<file path="config.mk">
export PLATFORM = sky130hd
export DESIGN_NAME = blit_engine_control_regs
export DESIGN_NICKNAME = d
export VERILOG_FILES = /design/src/logic/blit_pkg.sv /design/src/logic/blit_rop_unit.sv /design/src/logic/blit_queue_mem.sv /design/src/logic/blit_engine_control_regs.sv
export SDC_FILE = /design/constraint.sdc
export NUM_CORES = 2
export LEC_CHECK = 0
export ABC_AREA = 1
export BUFFER_PORTS_ARGS = -buffer_cell sky130_fd_sc_hd__buf_4
export CORE_MARGIN = 2
export CORE_UTILIZATION = 43
export CTS_CLUSTER_DIAMETER = 30
export DETAILED_ROUTE_END_ITERATION = 16
export GPL_ROUTABILITY_DRIVEN = 1
export GPL_TIMING_DRIVEN = 0
export SLEW_MARGIN = 20
export SYNTH_ARGS = -nofsm -noshare
export SYNTH_HDL_FRONTEND = slang
export SYNTH_SLANG_ARGS = --single-unit
</file>
<file path="constraint.sdc">
create_clock -name clk_sys -period 13.4 [get_ports clk_sys]
set_input_delay 3.35 -clock clk_sys [delete_from_list [all_inputs] [get_ports clk_sys]]
set_output_delay 3.35 -clock clk_sys [all_outputs]
set_load 0.1 [all_outputs]
</file>
<file path="src/logic/blit_pkg.sv">
// shared constants, field positions and engine states of the block-transfer engine
package blit_pkg;
  localparam int IO_ADDR_W = 16;
  localparam int DATA_W = 32;
  localparam int ADDR_W = 21;
  localparam int CNT_W = 12;
  localparam int CTRL_W = 20;
  localparam int QUEUE_AW = 4;

  // register word offsets; the low two address bits are ignored, byte enables pick the half of a word
  localparam logic [15:0] OFS_BG_COLOUR = 16'h8bd0;
  localparam logic [15:0] OFS_FG_COLOUR = 16'h8fd0;
  localparam logic [15:0] OFS_CONTROL_STATUS = 16'h93d0;
  localparam logic [15:0] OFS_SOURCE_ADDRESS = 16'h97d0;
  localparam logic [15:0] OFS_DEST_ADDRESS = 16'h9bd0;
  localparam logic [15:0] OFS_BLOCK_SIZE_CMD = 16'h9fd0;
  localparam logic [15:0] OFS_HOST_DATA = 16'hbfd0;

  // control word fields
  localparam int ROP_LSB = 0;
  localparam int BIT_INC_Y = 8;
  localparam int BIT_INC_X = 9;
  localparam int BIT_SRC_FG = 10;
  localparam int BIT_SRC_MONO = 11;
  localparam int BIT_PAT_MONO = 12;
  localparam int BIT_BG_TRANSP = 13;
  localparam int SRC_SEL_LSB = 14;
  localparam int SEED_LSB = 16;
  localparam int BIT_SOLID = 19;
  localparam int BIT_BUSY = 20;
  localparam int FREE_LSB = 24;
  localparam int LINES_LSB = 16;

  localparam logic [1:0] SRC_SEL_SCREEN = 2'h0;
  localparam logic [1:0] SRC_SEL_SYSTEM = 2'h1;

  // queue of host source doublewords
  localparam logic [3:0] QUEUE_DEPTH = 4'hf;

  // reset values
  localparam logic [15:0] RST_COLOUR = 16'h0000;
  localparam logic [CTRL_W-1:0] RST_CONTROL = 20'h00000;
  localparam logic [ADDR_W-1:0] RST_ADDRESS = 21'h000000;
  localparam logic [CNT_W-1:0] RST_COUNT = 12'h000;

  typedef enum logic [3:0] {
    S_IDLE, S_SRC, S_SRC_W, S_PAT, S_PAT_W, S_DST, S_DST_W, S_WR, S_WR_W, S_STEP
  } eng_state_t;
endpackage

</file>
<file path="src/logic/blit_rop_unit.sv">
// three-operand raster operation, one table lookup per data bit
`timescale 1ns/1ps
module blit_rop_unit #(
  parameter int W = 8
) (
  input wire logic [7:0] raster_operation_code,
  input wire logic [W-1:0] src,
  input wire logic [W-1:0] pat,
  input wire logic [W-1:0] dst,
  output logic [W-1:0] result
);
  // index order is pattern, source, destination, so every one of the 256 functions is reachable
  for (genvar i = 0; i < W; i++) begin : g_bit
    assign result[i] = raster_operation_code[{pat[i], src[i], dst[i]}];
  end
endmodule

</file>
<file path="src/logic/blit_queue_mem.sv">
// storage for host source doublewords, registered read
`timescale 1ns/1ps
module blit_queue_mem #(
  parameter int W = 32,
  parameter int D = 15,
  parameter int AW = 4
) (
  input wire logic clk_sys,
  input wire logic we,
  input wire logic [AW-1:0] waddr,
  input wire logic [W-1:0] wdata,
  input wire logic [AW-1:0] raddr,
  output logic [W-1:0] rdata
);
  logic [W-1:0] mem [D];

  always_ff @(posedge clk_sys) begin
    if (we) begin
      mem[waddr] <= wdata;
    end
  end

  // read-before-write: a word written this cycle shows one cycle later
  always_ff @(posedge clk_sys) begin
    rdata <= mem[raddr];
  end
endmodule

</file>
<file path="src/logic/blit_engine_control_regs.sv">
// block-transfer engine: colour, control, address and size registers plus the drawing sequencer
`timescale 1ns/1ps
module blit_engine_control_regs (
  input wire logic clk_sys,
  input wire logic sys_rst,
  input wire logic [blit_pkg::IO_ADDR_W-1:0] io_addr,
  input wire logic io_wr,
  input wire logic io_rd,
  input wire logic [3:0] io_be,
  input wire logic [blit_pkg::DATA_W-1:0] io_wdata,
  output logic [blit_pkg::DATA_W-1:0] io_rdata,
  output logic io_rvalid,
  input wire logic pix_16bpp,
  input wire logic [blit_pkg::CNT_W-1:0] src_line_offset,
  input wire logic [blit_pkg::CNT_W-1:0] dst_line_offset,
  input wire logic [blit_pkg::ADDR_W-1:0] pattern_pointer,
  output logic mem_req,
  output logic mem_we,
  output logic [blit_pkg::ADDR_W-1:0] mem_addr,
  output logic [7:0] mem_wdata,
  input wire logic mem_ack,
  input wire logic [7:0] mem_rdata,
  output logic busy
);
  import blit_pkg::*;

  logic [15:0] bg_colour;
  logic [15:0] fg_colour;
  logic [CTRL_W-1:0] ctrl;
  logic [ADDR_W-1:0] src_addr;
  logic [ADDR_W-1:0] dst_addr;
  logic [CNT_W-1:0] cmd_bytes;
  logic [CNT_W-1:0] cmd_lines;
  eng_state_t state;
  logic [CNT_W-1:0] xcnt;
  logic [CNT_W-1:0] lines_left;
  logic [ADDR_W-1:0] line_src;
  logic [ADDR_W-1:0] line_dst;
  logic [ADDR_W-1:0] src_cur;
  logic [ADDR_W-1:0] dst_cur;
  logic [2:0] pat_row;
  logic [7:0] src_q;
  logic [7:0] pat_q;
  logic [7:0] dst_q;
  logic [1:0] sys_lane;
  logic [3:0] wr_ptr;
  logic [3:0] rd_ptr;
  logic [3:0] q_count;
  logic head_ok;
  logic [DATA_W-1:0] q_rdata;

  function automatic logic [31:0] merge(input logic [31:0] old, input logic [31:0] nw, input logic [3:0] be);
    logic [31:0] r;
    r = old;
    for (int i = 0; i < 4; i++) begin
      if (be[i]) begin
        r[i*8 +: 8] = nw[i*8 +: 8];
      end
    end
    return r;
  endfunction

  function automatic logic [3:0] ptr_inc(input logic [3:0] p);
    return (p == QUEUE_DEPTH - 4'h1) ? 4'h0 : p + 4'h1;
  endfunction

  // register decode works on the word address; halves are chosen by byte enables
  logic [13:0] word;
  assign word = io_addr[15:2];
  logic hit_bg, hit_fg, hit_ctrl, hit_src, hit_dst, hit_cmd, hit_data;
  assign hit_bg = word == OFS_BG_COLOUR[15:2];
  assign hit_fg = word == OFS_FG_COLOUR[15:2];
  assign hit_ctrl = word == OFS_CONTROL_STATUS[15:2];
  assign hit_src = word == OFS_SOURCE_ADDRESS[15:2];
  assign hit_dst = word == OFS_DEST_ADDRESS[15:2];
  assign hit_cmd = word == OFS_BLOCK_SIZE_CMD[15:2];
  assign hit_data = word == OFS_HOST_DATA[15:2];

  logic [31:0] cmd_word;
  logic [31:0] cmd_merged;
  logic start;
  assign cmd_word = {4'h0, cmd_lines, 4'h0, cmd_bytes};
  assign cmd_merged = merge(cmd_word, io_wdata, io_be);
  // the write that carries the top lane completes the size and launches the engine if it is idle and both counts are non-zero
  assign start = io_wr && hit_cmd && io_be[3] && state == S_IDLE && cmd_merged[LINES_LSB +: CNT_W] != RST_COUNT
                 && cmd_merged[CNT_W-1:0] != RST_COUNT;

  logic [3:0] free;
  assign free = QUEUE_DEPTH - q_count;

  always_ff @(posedge clk_sys or posedge sys_rst) begin
    if (sys_rst) begin
      bg_colour <= RST_COLOUR;
      fg_colour <= RST_COLOUR;
      ctrl <= RST_CONTROL;
      src_addr <= RST_ADDRESS;
      dst_addr <= RST_ADDRESS;
      cmd_bytes <= RST_COUNT;
      cmd_lines <= RST_COUNT;
    end else if (io_wr) begin
      // only the low half of a colour is stored; the upper half is a readback copy
      if (hit_bg) bg_colour <= 16'(merge({16'h0000, bg_colour}, io_wdata, io_be));
      if (hit_fg) fg_colour <= 16'(merge({16'h0000, fg_colour}, io_wdata, io_be));
      if (hit_ctrl) ctrl <= CTRL_W'(merge({12'h000, ctrl}, io_wdata, io_be));
      if (hit_src) src_addr <= ADDR_W'(merge({11'h000, src_addr}, io_wdata, io_be));
      if (hit_dst) dst_addr <= ADDR_W'(merge({11'h000, dst_addr}, io_wdata, io_be));
      if (hit_cmd) begin
        cmd_bytes <= cmd_merged[CNT_W-1:0];
        cmd_lines <= cmd_merged[LINES_LSB +: CNT_W];
      end
    end
  end

  always_ff @(posedge clk_sys or posedge sys_rst) begin
    if (sys_rst) begin
      io_rdata <= 32'h0000_0000;
      io_rvalid <= 1'b0;
    end else begin
      io_rvalid <= io_rd;
      if (io_rd) begin
        if (hit_bg) io_rdata <= {bg_colour, bg_colour};
        else if (hit_fg) io_rdata <= {fg_colour, fg_colour};
        else if (hit_ctrl) io_rdata <= {4'h0, free, 3'h0, busy, ctrl};
        else if (hit_src) io_rdata <= {11'h000, src_addr};
        else if (hit_dst) io_rdata <= {11'h000, dst_addr};
        else if (hit_cmd) io_rdata <= cmd_word;
        else io_rdata <= 32'h0000_0000;
      end
    end
  end

  // operand selection
  logic [1:0] src_sel;
  logic src_fg, src_mono, pat_mono, solid, transp, src_sys, mono_new, src_new;
  assign src_sel = ctrl[SRC_SEL_LSB +: 2];
  assign src_fg = ctrl[BIT_SRC_FG];
  assign src_mono = ctrl[BIT_SRC_MONO];
  assign pat_mono = ctrl[BIT_PAT_MONO];
  assign solid = ctrl[BIT_SOLID];
  assign transp = ctrl[BIT_BG_TRANSP];
  assign src_sys = src_sel == SRC_SEL_SYSTEM;
  assign mono_new = pix_16bpp ? xcnt[3:0] == 4'h0 : xcnt[2:0] == 3'h0;
  assign src_new = !src_mono || mono_new;

  logic [7:0] fg_lane, bg_lane;
  logic [2:0] src_bit_idx, pat_bit_idx;
  logic sbit, pbit;
  assign fg_lane = dst_cur[0] ? fg_colour[15:8] : fg_colour[7:0];
  assign bg_lane = dst_cur[0] ? bg_colour[15:8] : bg_colour[7:0];
  assign src_bit_idx = pix_16bpp ? xcnt[3:1] : xcnt[2:0];
  assign pat_bit_idx = pix_16bpp ? dst_cur[3:1] : dst_cur[2:0];
  assign sbit = src_q[3'h7 - src_bit_idx];
  assign pbit = pat_q[3'h7 - pat_bit_idx];

  logic [7:0] src_byte, pat_byte, rop_out;
  logic skip;
  always_comb begin
    if (src_fg) src_byte = fg_lane;
    else if (src_mono) src_byte = sbit ? fg_lane : bg_lane;
    else src_byte = src_q;
    if (solid) pat_byte = fg_lane;
    else if (pat_mono) pat_byte = pbit ? fg_lane : bg_lane;
    else pat_byte = pat_q;
  end
  assign skip = transp && ((src_mono && !src_fg && !sbit) || (!solid && pat_mono && !pbit));

  blit_rop_unit #(.W(8)) u_rop (
    .raster_operation_code(ctrl[ROP_LSB +: 8]),
    .src(src_byte),
    .pat(pat_byte),
    .dst(dst_q),
    .result(rop_out)
  );

  // pattern fetch address: low pointer bits replaced by row, and by pixel position unless the pattern is monochrome
  logic [ADDR_W-1:0] pat_addr;
  always_comb begin
    if (pat_mono) pat_addr = {pattern_pointer[20:3], pat_row};
    else if (pix_16bpp) pat_addr = {pattern_pointer[20:7], pat_row, dst_cur[3:0]};
    else pat_addr = {pattern_pointer[20:6], pat_row, dst_cur[2:0]};
  end

  logic [ADDR_W-1:0] mono_src_addr;
  assign mono_src_addr = line_src + (pix_16bpp ? {13'h0000, xcnt[11:4]} : {12'h000, xcnt[11:3]});

  logic take, qpop, push, eol;
  assign take = state == S_SRC && !src_fg && src_sys && src_new && head_ok;
  assign qpop = take && sys_lane == 2'h3;
  // a full queue drops the word; software polls the free count first
  assign push = io_wr && hit_data && q_count != QUEUE_DEPTH;
  assign eol = xcnt + 12'h001 == cmd_bytes;

  logic [ADDR_W-1:0] next_line_src, next_line_dst;
  assign next_line_src = line_src + {9'h000, src_line_offset};
  assign next_line_dst = line_dst + {9'h000, dst_line_offset};

  always_ff @(posedge clk_sys or posedge sys_rst) begin
    if (sys_rst) begin
      wr_ptr <= 4'h0;
      rd_ptr <= 4'h0;
      q_count <= 4'h0;
      head_ok <= 1'b0;
    end else begin
      if (push) wr_ptr <= ptr_inc(wr_ptr);
      if (qpop) rd_ptr <= ptr_inc(rd_ptr);
      q_count <= q_count + {3'h0, push} - {3'h0, qpop};
      // a word written into an empty queue becomes readable one cycle late
      head_ok <= q_count > {3'h0, qpop};
    end
  end

  blit_queue_mem #(.W(DATA_W), .D(15), .AW(QUEUE_AW)) u_queue (
    .clk_sys(clk_sys),
    .we(push),
    .waddr(wr_ptr),
    .wdata(io_wdata),
    .raddr(qpop ? ptr_inc(rd_ptr) : rd_ptr),
    .rdata(q_rdata)
  );

  always_ff @(posedge clk_sys or posedge sys_rst) begin
    if (sys_rst) begin
      state <= S_IDLE;
      busy <= 1'b0;
      xcnt <= RST_COUNT;
      lines_left <= RST_COUNT;
      line_src <= RST_ADDRESS;
      line_dst <= RST_ADDRESS;
      src_cur <= RST_ADDRESS;
      dst_cur <= RST_ADDRESS;
      pat_row <= 3'h0;
      src_q <= 8'h00;
      pat_q <= 8'h00;
      dst_q <= 8'h00;
      sys_lane <= 2'h0;
      mem_req <= 1'b0;
      mem_we <= 1'b0;
      mem_addr <= RST_ADDRESS;
      mem_wdata <= 8'h00;
    end else begin
      unique case (state)
        S_IDLE: if (start) begin
          busy <= 1'b1;
          line_src <= src_addr;
          src_cur <= src_addr;
          line_dst <= dst_addr;
          dst_cur <= dst_addr;
          xcnt <= RST_COUNT;
          lines_left <= cmd_merged[LINES_LSB +: CNT_W];
          pat_row <= ctrl[SEED_LSB +: 3];
          sys_lane <= 2'h0;
          state <= S_SRC;
        end
        S_SRC: begin
          if (!src_fg && src_new && src_sys) begin
            if (head_ok) begin
              src_q <= q_rdata[sys_lane*8 +: 8];
              sys_lane <= sys_lane + 2'h1;
              state <= S_PAT;
            end
          end else if (!src_fg && src_new) begin
            mem_req <= 1'b1;
            mem_addr <= src_mono ? mono_src_addr : src_cur;
            state <= S_SRC_W;
          end else begin
            state <= S_PAT;
          end
        end
        S_SRC_W: if (mem_ack) begin
          mem_req <= 1'b0;
          src_q <= mem_rdata;
          state <= S_PAT;
        end
        S_PAT: if (!solid) begin
          mem_req <= 1'b1;
          mem_addr <= pat_addr;
          state <= S_PAT_W;
        end else begin
          state <= S_DST;
        end
        S_PAT_W: if (mem_ack) begin
          mem_req <= 1'b0;
          pat_q <= mem_rdata;
          state <= S_DST;
        end
        S_DST: if (skip) begin
          state <= S_STEP;
        end else begin
          mem_req <= 1'b1;
          mem_addr <= dst_cur;
          state <= S_DST_W;
        end
        S_DST_W: if (mem_ack) begin
          mem_req <= 1'b0;
          dst_q <= mem_rdata;
          state <= S_WR;
        end
        S_WR: begin
          mem_req <= 1'b1;
          mem_we <= 1'b1;
          mem_addr <= dst_cur;
          mem_wdata <= rop_out;
          state <= S_WR_W;
        end
        S_WR_W: if (mem_ack) begin
          mem_req <= 1'b0;
          mem_we <= 1'b0;
          state <= S_STEP;
        end
        S_STEP: begin
          state <= S_SRC;
          if (!eol) begin
            xcnt <= xcnt + 12'h001;
            src_cur <= ctrl[BIT_INC_X] ? src_cur + 21'h000001 : src_cur - 21'h000001;
            dst_cur <= ctrl[BIT_INC_X] ? dst_cur + 21'h000001 : dst_cur - 21'h000001;
          end else if (lines_left == 12'h001) begin
            busy <= 1'b0;
            state <= S_IDLE;
          end else begin
            xcnt <= RST_COUNT;
            lines_left <= lines_left - 12'h001;
            line_src <= next_line_src;
            line_dst <= next_line_dst;
            src_cur <= next_line_src;
            dst_cur <= next_line_dst;
            pat_row <= ctrl[BIT_INC_Y] ? pat_row + 3'h1 : pat_row - 3'h1;
          end
        end
      endcase
    end
  end
endmodule

</file>
==> flow_summary.html <==
<table>
<tr><th>Metric</th><th>Value</th></tr>
<tr><th colspan="2">Place</th></tr>
<tr><td>Buffers on Ports</td><td>roughly 170</td></tr>
<tr><td>Placed wire-length estimate</td><td>127400 um</td></tr>
<tr><td>GP Congestion</td><td>1.000</td></tr>
<tr><td>Pre-CTS setup slack</td><td>6068 ps</td></tr>
<tr><th colspan="2">Finish</th></tr>
<tr><td>Number of nets in the layout</td><td>6213</td></tr>
<tr><td>Count of antenna diodes in the layout</td><td>0</td></tr>
<tr><td>Layout cell share with drive strength beyond 1</td><td>11.42%</td></tr>
<tr><td>Final standard cell utilization of the core</td><td>53.14%</td></tr>
<tr><td>Area growth, synth to finish</td><td>23.05%</td></tr>
<tr><td>FILL cells</td><td>9873</td></tr>
<tr><th colspan="2">Drt</th></tr>
<tr><td>Violation count after the first detailed-route iteration</td><td>3816</td></tr>
<tr><td>Drt first pass iters</td><td>8</td></tr>
<tr><td>Total via count after detailed routing</td><td>40520</td></tr>
<tr><td>Final routed DRC violation total</td><td>0</td></tr>
<tr><td>Routed vias/inst</td><td>5.352</td></tr>
<tr><td>Routed WL</td><td>168200 um</td></tr>
<tr><td>Routed len/inst</td><td>around 22 um</td></tr>
<tr><td>Antenna violation net count after detailed routing</td><td>0</td></tr>
<tr><th colspan="2">Logic synthesis</th></tr>
<tr><td>Top_reg_cell synth</td><td>sky130_fd_sc_hd__edfxtp_1</td></tr>
<tr><td>Post-synthesis async set-or-reset flop share</td><td>roughly 40%</td></tr>
<tr><td>Syn nets</td><td>a little under 6000</td></tr>
<tr><td>Count of flip-flops with a built-in enable after synthesis</td><td>480</td></tr>
<tr><td>Syn_area_per_cell</td><td>8.060 sq um</td></tr>
<tr><td>Number of library cell types mapped by synthesis</td><td>55</td></tr>
<tr><td>Number of synthesized register bits</td><td>849</td></tr>
<tr><td>Netlist area before placement</td><td>about 45000 sq um</td></tr>
<tr><td>Seq/Total Area, Yosys</td><td>51.88%</td></tr>
<tr><td>Count of warnings emitted by yosys</td><td>0</td></tr>
<tr><td>Number of cells produced by synthesis</td><td>approximately 5600</td></tr>
<tr><th colspan="2">Floorplanning</th></tr>
<tr><td>Die X</td><td>328.5 um</td></tr>
<tr><td>Cell Rows</td><td>119</td></tr>
<tr><td>Number of I/O pins</td><td>176</td></tr>
<tr><td>Total core area</td><td>104800 sq um</td></tr>
<tr><td>Initial cell density of the core</td><td>about 43%</td></tr>
<tr><td>Die Ht</td><td>328.5 um</td></tr>
<tr><td>Area enclosed by the die boundary</td><td>107900 sq um</td></tr>
<tr><th colspan="2">Clocking</th></tr>
<tr><td>Skew-Pair Late Insertion Delay</td><td>~800 ps</td></tr>
<tr><td>Post-CTS setup buffers</td><td>0</td></tr>
<tr><td>Number of CTS-inserted buffers</td><td>about 200</td></tr>
<tr><td>Clock-pin slew reported for the worst setup and hold paths after clock tree synthesis</td><td>about 50 ps</td></tr>
<tr><td>Gates resized, CTS repair</td><td>0</td></tr>
<tr><td>Maximum clock path buffer count</td><td>3</td></tr>
<tr><td>Clock root buffer</td><td>sky130_fd_sc_hd__clkbuf_16</td></tr>
<tr><td>TritonCTS clock tree</td><td>done</td></tr>
<tr><td>Hold_buf cts</td><td>0</td></tr>
<tr><td>H-tree level count</td><td>4</td></tr>
<tr><td># clock sinks</td><td>849</td></tr>
<tr><th colspan="2">Power</th></tr>
<tr><td>Power density over the cells</td><td>187.5 nW/um^2</td></tr>
<tr><td>Static Leak</td><td>0.02613 uW</td></tr>
<tr><td>VDD IR max</td><td>0.0001898 V</td></tr>
<tr><th colspan="2">Setup path</th></tr>
<tr><td>Crit-path cells</td><td>buf_4 &gt; buf_2 &gt; clkbuf_1 &gt; clkbuf_1 &gt; nand2_1 &gt; o21ai_0 &gt; ha_1 &gt; fa_1 &gt; nand2_1 &gt; inv_1 &gt; nand2_1 &gt; nand2_1 &gt; nand2_1 &gt; nand2_1 &gt; nand2_1 &gt; nand2_1 &gt; inv_1 &gt; nor2_1 &gt; nand2_1 &gt; nand2_1 &gt; nand3_1 &gt; a21oi_1 &gt; o21ai_0</td></tr>
<tr><td>Critical-path maximum fanout</td><td>10</td></tr>
<tr><td>Worst Path Arrival</td><td>7330 ps</td></tr>
<tr><td>Sort of element at the start of the critical path</td><td>input pin</td></tr>
<tr><td>Most common cell type on the critical path</td><td>sky130_fd_sc_hd__nand2_1</td></tr>
<tr><td>Start-to-end type of the worst setup path</td><td>input pin to register</td></tr>
<tr><td>Required time at the worst-slack endpoint</td><td>~14000 ps</td></tr>
<tr><td>Cell at the slowest stage of the critical path</td><td>sky130_fd_sc_hd__a21oi_1</td></tr>
<tr><td>Crit path capture type</td><td>register</td></tr>
<tr><td>Slowest cell delay on critical path</td><td>530 ps</td></tr>
<tr><th colspan="2">Timing</th></tr>
<tr><td>Final count of negative-setup-slack endpoints</td><td>0</td></tr>
<tr><td>Worst hold slack across all endpoints</td><td>476.1 ps</td></tr>
<tr><td>Post-layout minimum cycle time</td><td>6683 ps</td></tr>
<tr><td>Fmax</td><td>149.6 MHz</td></tr>
<tr><td>Share of the cycle needed by the critical path after routing</td><td>49.87%</td></tr>
<tr><td>Sum of negative setup slack</td><td>0 ps</td></tr>
<tr><td>Number of failing hold endpoints at the final stage</td><td>0</td></tr>
<tr><td>Setup repair after global routing missed its margin</td><td>false</td></tr>
<tr><td>Worst-case setup margin in the final layout</td><td>6717 ps</td></tr>
<tr><td>Fin. max-slew vios</td><td>0</td></tr>
<tr><td>Relative slew margins</td><td>37.99%</td></tr>
<tr><td>Skew final</td><td>roughly 56 ps</td></tr>
<tr><td>Worst Tran Pin Value</td><td>930.1 ps</td></tr>
<tr><th colspan="2">Global routing</th></tr>
<tr><td>Pin count of the biggest net entering global routing</td><td>90</td></tr>
<tr><td>Number of antenna violations at the first check in global routing</td><td>7</td></tr>
<tr><td>Via count of the first global-routing pass</td><td>38610</td></tr>
<tr><td>First-pass GRT wire length</td><td>247200 um</td></tr>
<tr><td>Grt total ovfl</td><td>0</td></tr>
<tr><td>Overall global routing resource usage</td><td>between 30% and 40%</td></tr>
<tr><th colspan="2">Outcome</th></tr>
<tr><td>Status</td><td>completed</td></tr>
<tr><th colspan="2">Min path</th></tr>
<tr><td>Worst min-delay path class</td><td>register to register</td></tr>
<tr><th colspan="2">Job</th></tr>
<tr><td>Number of maximum-capacitance violations</td><td>0</td></tr>
</table>
[logic make-up (layout without fill, tap and decap cells)]
logic type               count (synthesis)  in the layout  share of synthesized area [%]
AND/OR/NAND/NOR                       2932           2932                          27.26
buffers and inverters                 1011           1575                          8.758
flip-flops                             849            849                          51.88
AO/OA/AOI/OAI                          660            660                          7.954
adder cells (fa/ha/maj)                 91             91                          2.631
XOR/XNOR                                64             64                          1.269
multiplexers                            10             10                         0.2460
[state kept, by name, indices dropped and copies added (netlist names), 21 cells and up]
register	flops
dst_addr	21
line_dst	21
io_rdata	32
dst_cur	21
line_src	21
u_queue.rdata	32
src_addr	21
u_queue.mem	480
src_cur	21
mem_addr	21
[where the power goes]
part / switching [uW] / internal, uW
clock: 1610 / 3200
sequential: 198 / 2920
combinational: 1810 / 706
[cells in the mapped netlist, drive strengths merged (3+ instances only)]
cell / count / share of area (%)
nand2: 1758 / 15
nand3: 817 / 9.1
inv: 769 / 6.4
edfxtp: 480 / 32
o21ai: 363 / 4.0
dfrtp: 337 / 19
nor2: 267 / 2.3
a21oi: 176 / 2.0
buf: 124 / 1.4
clkbuf: 111 / 0.93
ha: 84 / 2.3
xor2: 40 / 0.77
nand4: 38 / 0.53
o22ai: 33 / 0.46
dfxtp: 32 / 1.4
nor3: 24 / 0.28
xnor2: 23 / 0.44
o21bai: 20 / 0.33
o211ai: 18 / 0.30
o21a: 10 / 0.17
a22o: 9 / 0.17
mux2: 9 / 0.22
nand3b: 9 / 0.15
or2: 8 / 0.11
clkinv: 7 / 0.058
fa: 7 / 0.31
nor4: 7 / 0.097
a21boi: 6 / 0.099
a21o: 6 / 0.099
a221oi: 4 / 0.077
a31oi: 3 / 0.041
o2111ai: 3 / 0.058
o221ai: 3 / 0.058
[path summary, 6_finish.rpt]
kind | to | slack [ps] | depth (start not counted) | start
setup reg to reg | u_queue.rdata[26] | 9230 | 18 | xcnt[0]
hold reg to reg | io_rdata[1] | 480 | 2 | io_rdata[1]
hold / removal | io_rdata[1] | 480 | 2 | io_rdata[1]
min in group asynchronous | line_dst[9] | 2670 | 2 | sys_rst
max in group asynchronous | fg_colour[15] | 9310 | 4 | sys_rst
setup / recovery | mem_addr[18] | 6720 | 23 | pix_16bpp
[critical path, delay by kind of cell]
family                     cells  cell delay [ps]
adders and majority gates      2              470
and+or+nand+nor               12             1290
AOI/OAI and AO/OA              3              830
buffers and inverters          6             1400
[layout by cell type (no fill, tap or decap), types with 175 or more instances in the layout]
cell / instances
sky130_fd_sc_hd__buf_4: 187
sky130_fd_sc_hd__nand2_1: 1750
sky130_fd_sc_hd__nor2_1: 247
sky130_fd_sc_hd__edfxtp_1: 480
sky130_fd_sc_hd__nand3_1: 812
sky130_fd_sc_hd__inv_1: 758
sky130_fd_sc_hd__dfrtp_1: 337
sky130_fd_sc_hd__clkbuf_16: 201
sky130_fd_sc_hd__o21ai_0: 344
sky130_fd_sc_hd__a21oi_1: 175
[metal layers]
metal  vias up  track usage, %  routed length [um]
li1      19240               -                   -
met1     19160           39.85               68390
met2      1731           49.32               76980
met3       390           5.837               12770
met4         8           17.31               10030
met5         -               0                  49
[per-stage QoR]
stage	power, uW	cells	instance area [sq um]
2_1_floorplan	4751	5617	45270
4_1_cts	10440	7572	55710
3_3_place_gp	5603	7174	48260
5_1_grt	10870	7572	55710
3_5_place_dp	5614	7203	48880
6_report	10440	7572	55710
[final cells by class]
cell class / count / area (sq um) / area share [%]
plain buffers: 235 / 1052 / 1.889
clock inverters: 126 / 1460 / 2.621
flip-flops and latches: 849 / 23490 / 42.16
clock buffers: 243 / 5368 / 9.636
inverters: 776 / 2920 / 5.242
multi-input cells: 3757 / 17920 / 32.18
repair buffers: 195 / 1753 / 3.147
well taps: 1391 / 1740 / 3.124
Note: power is estimated with default switching activity, not from simulation.
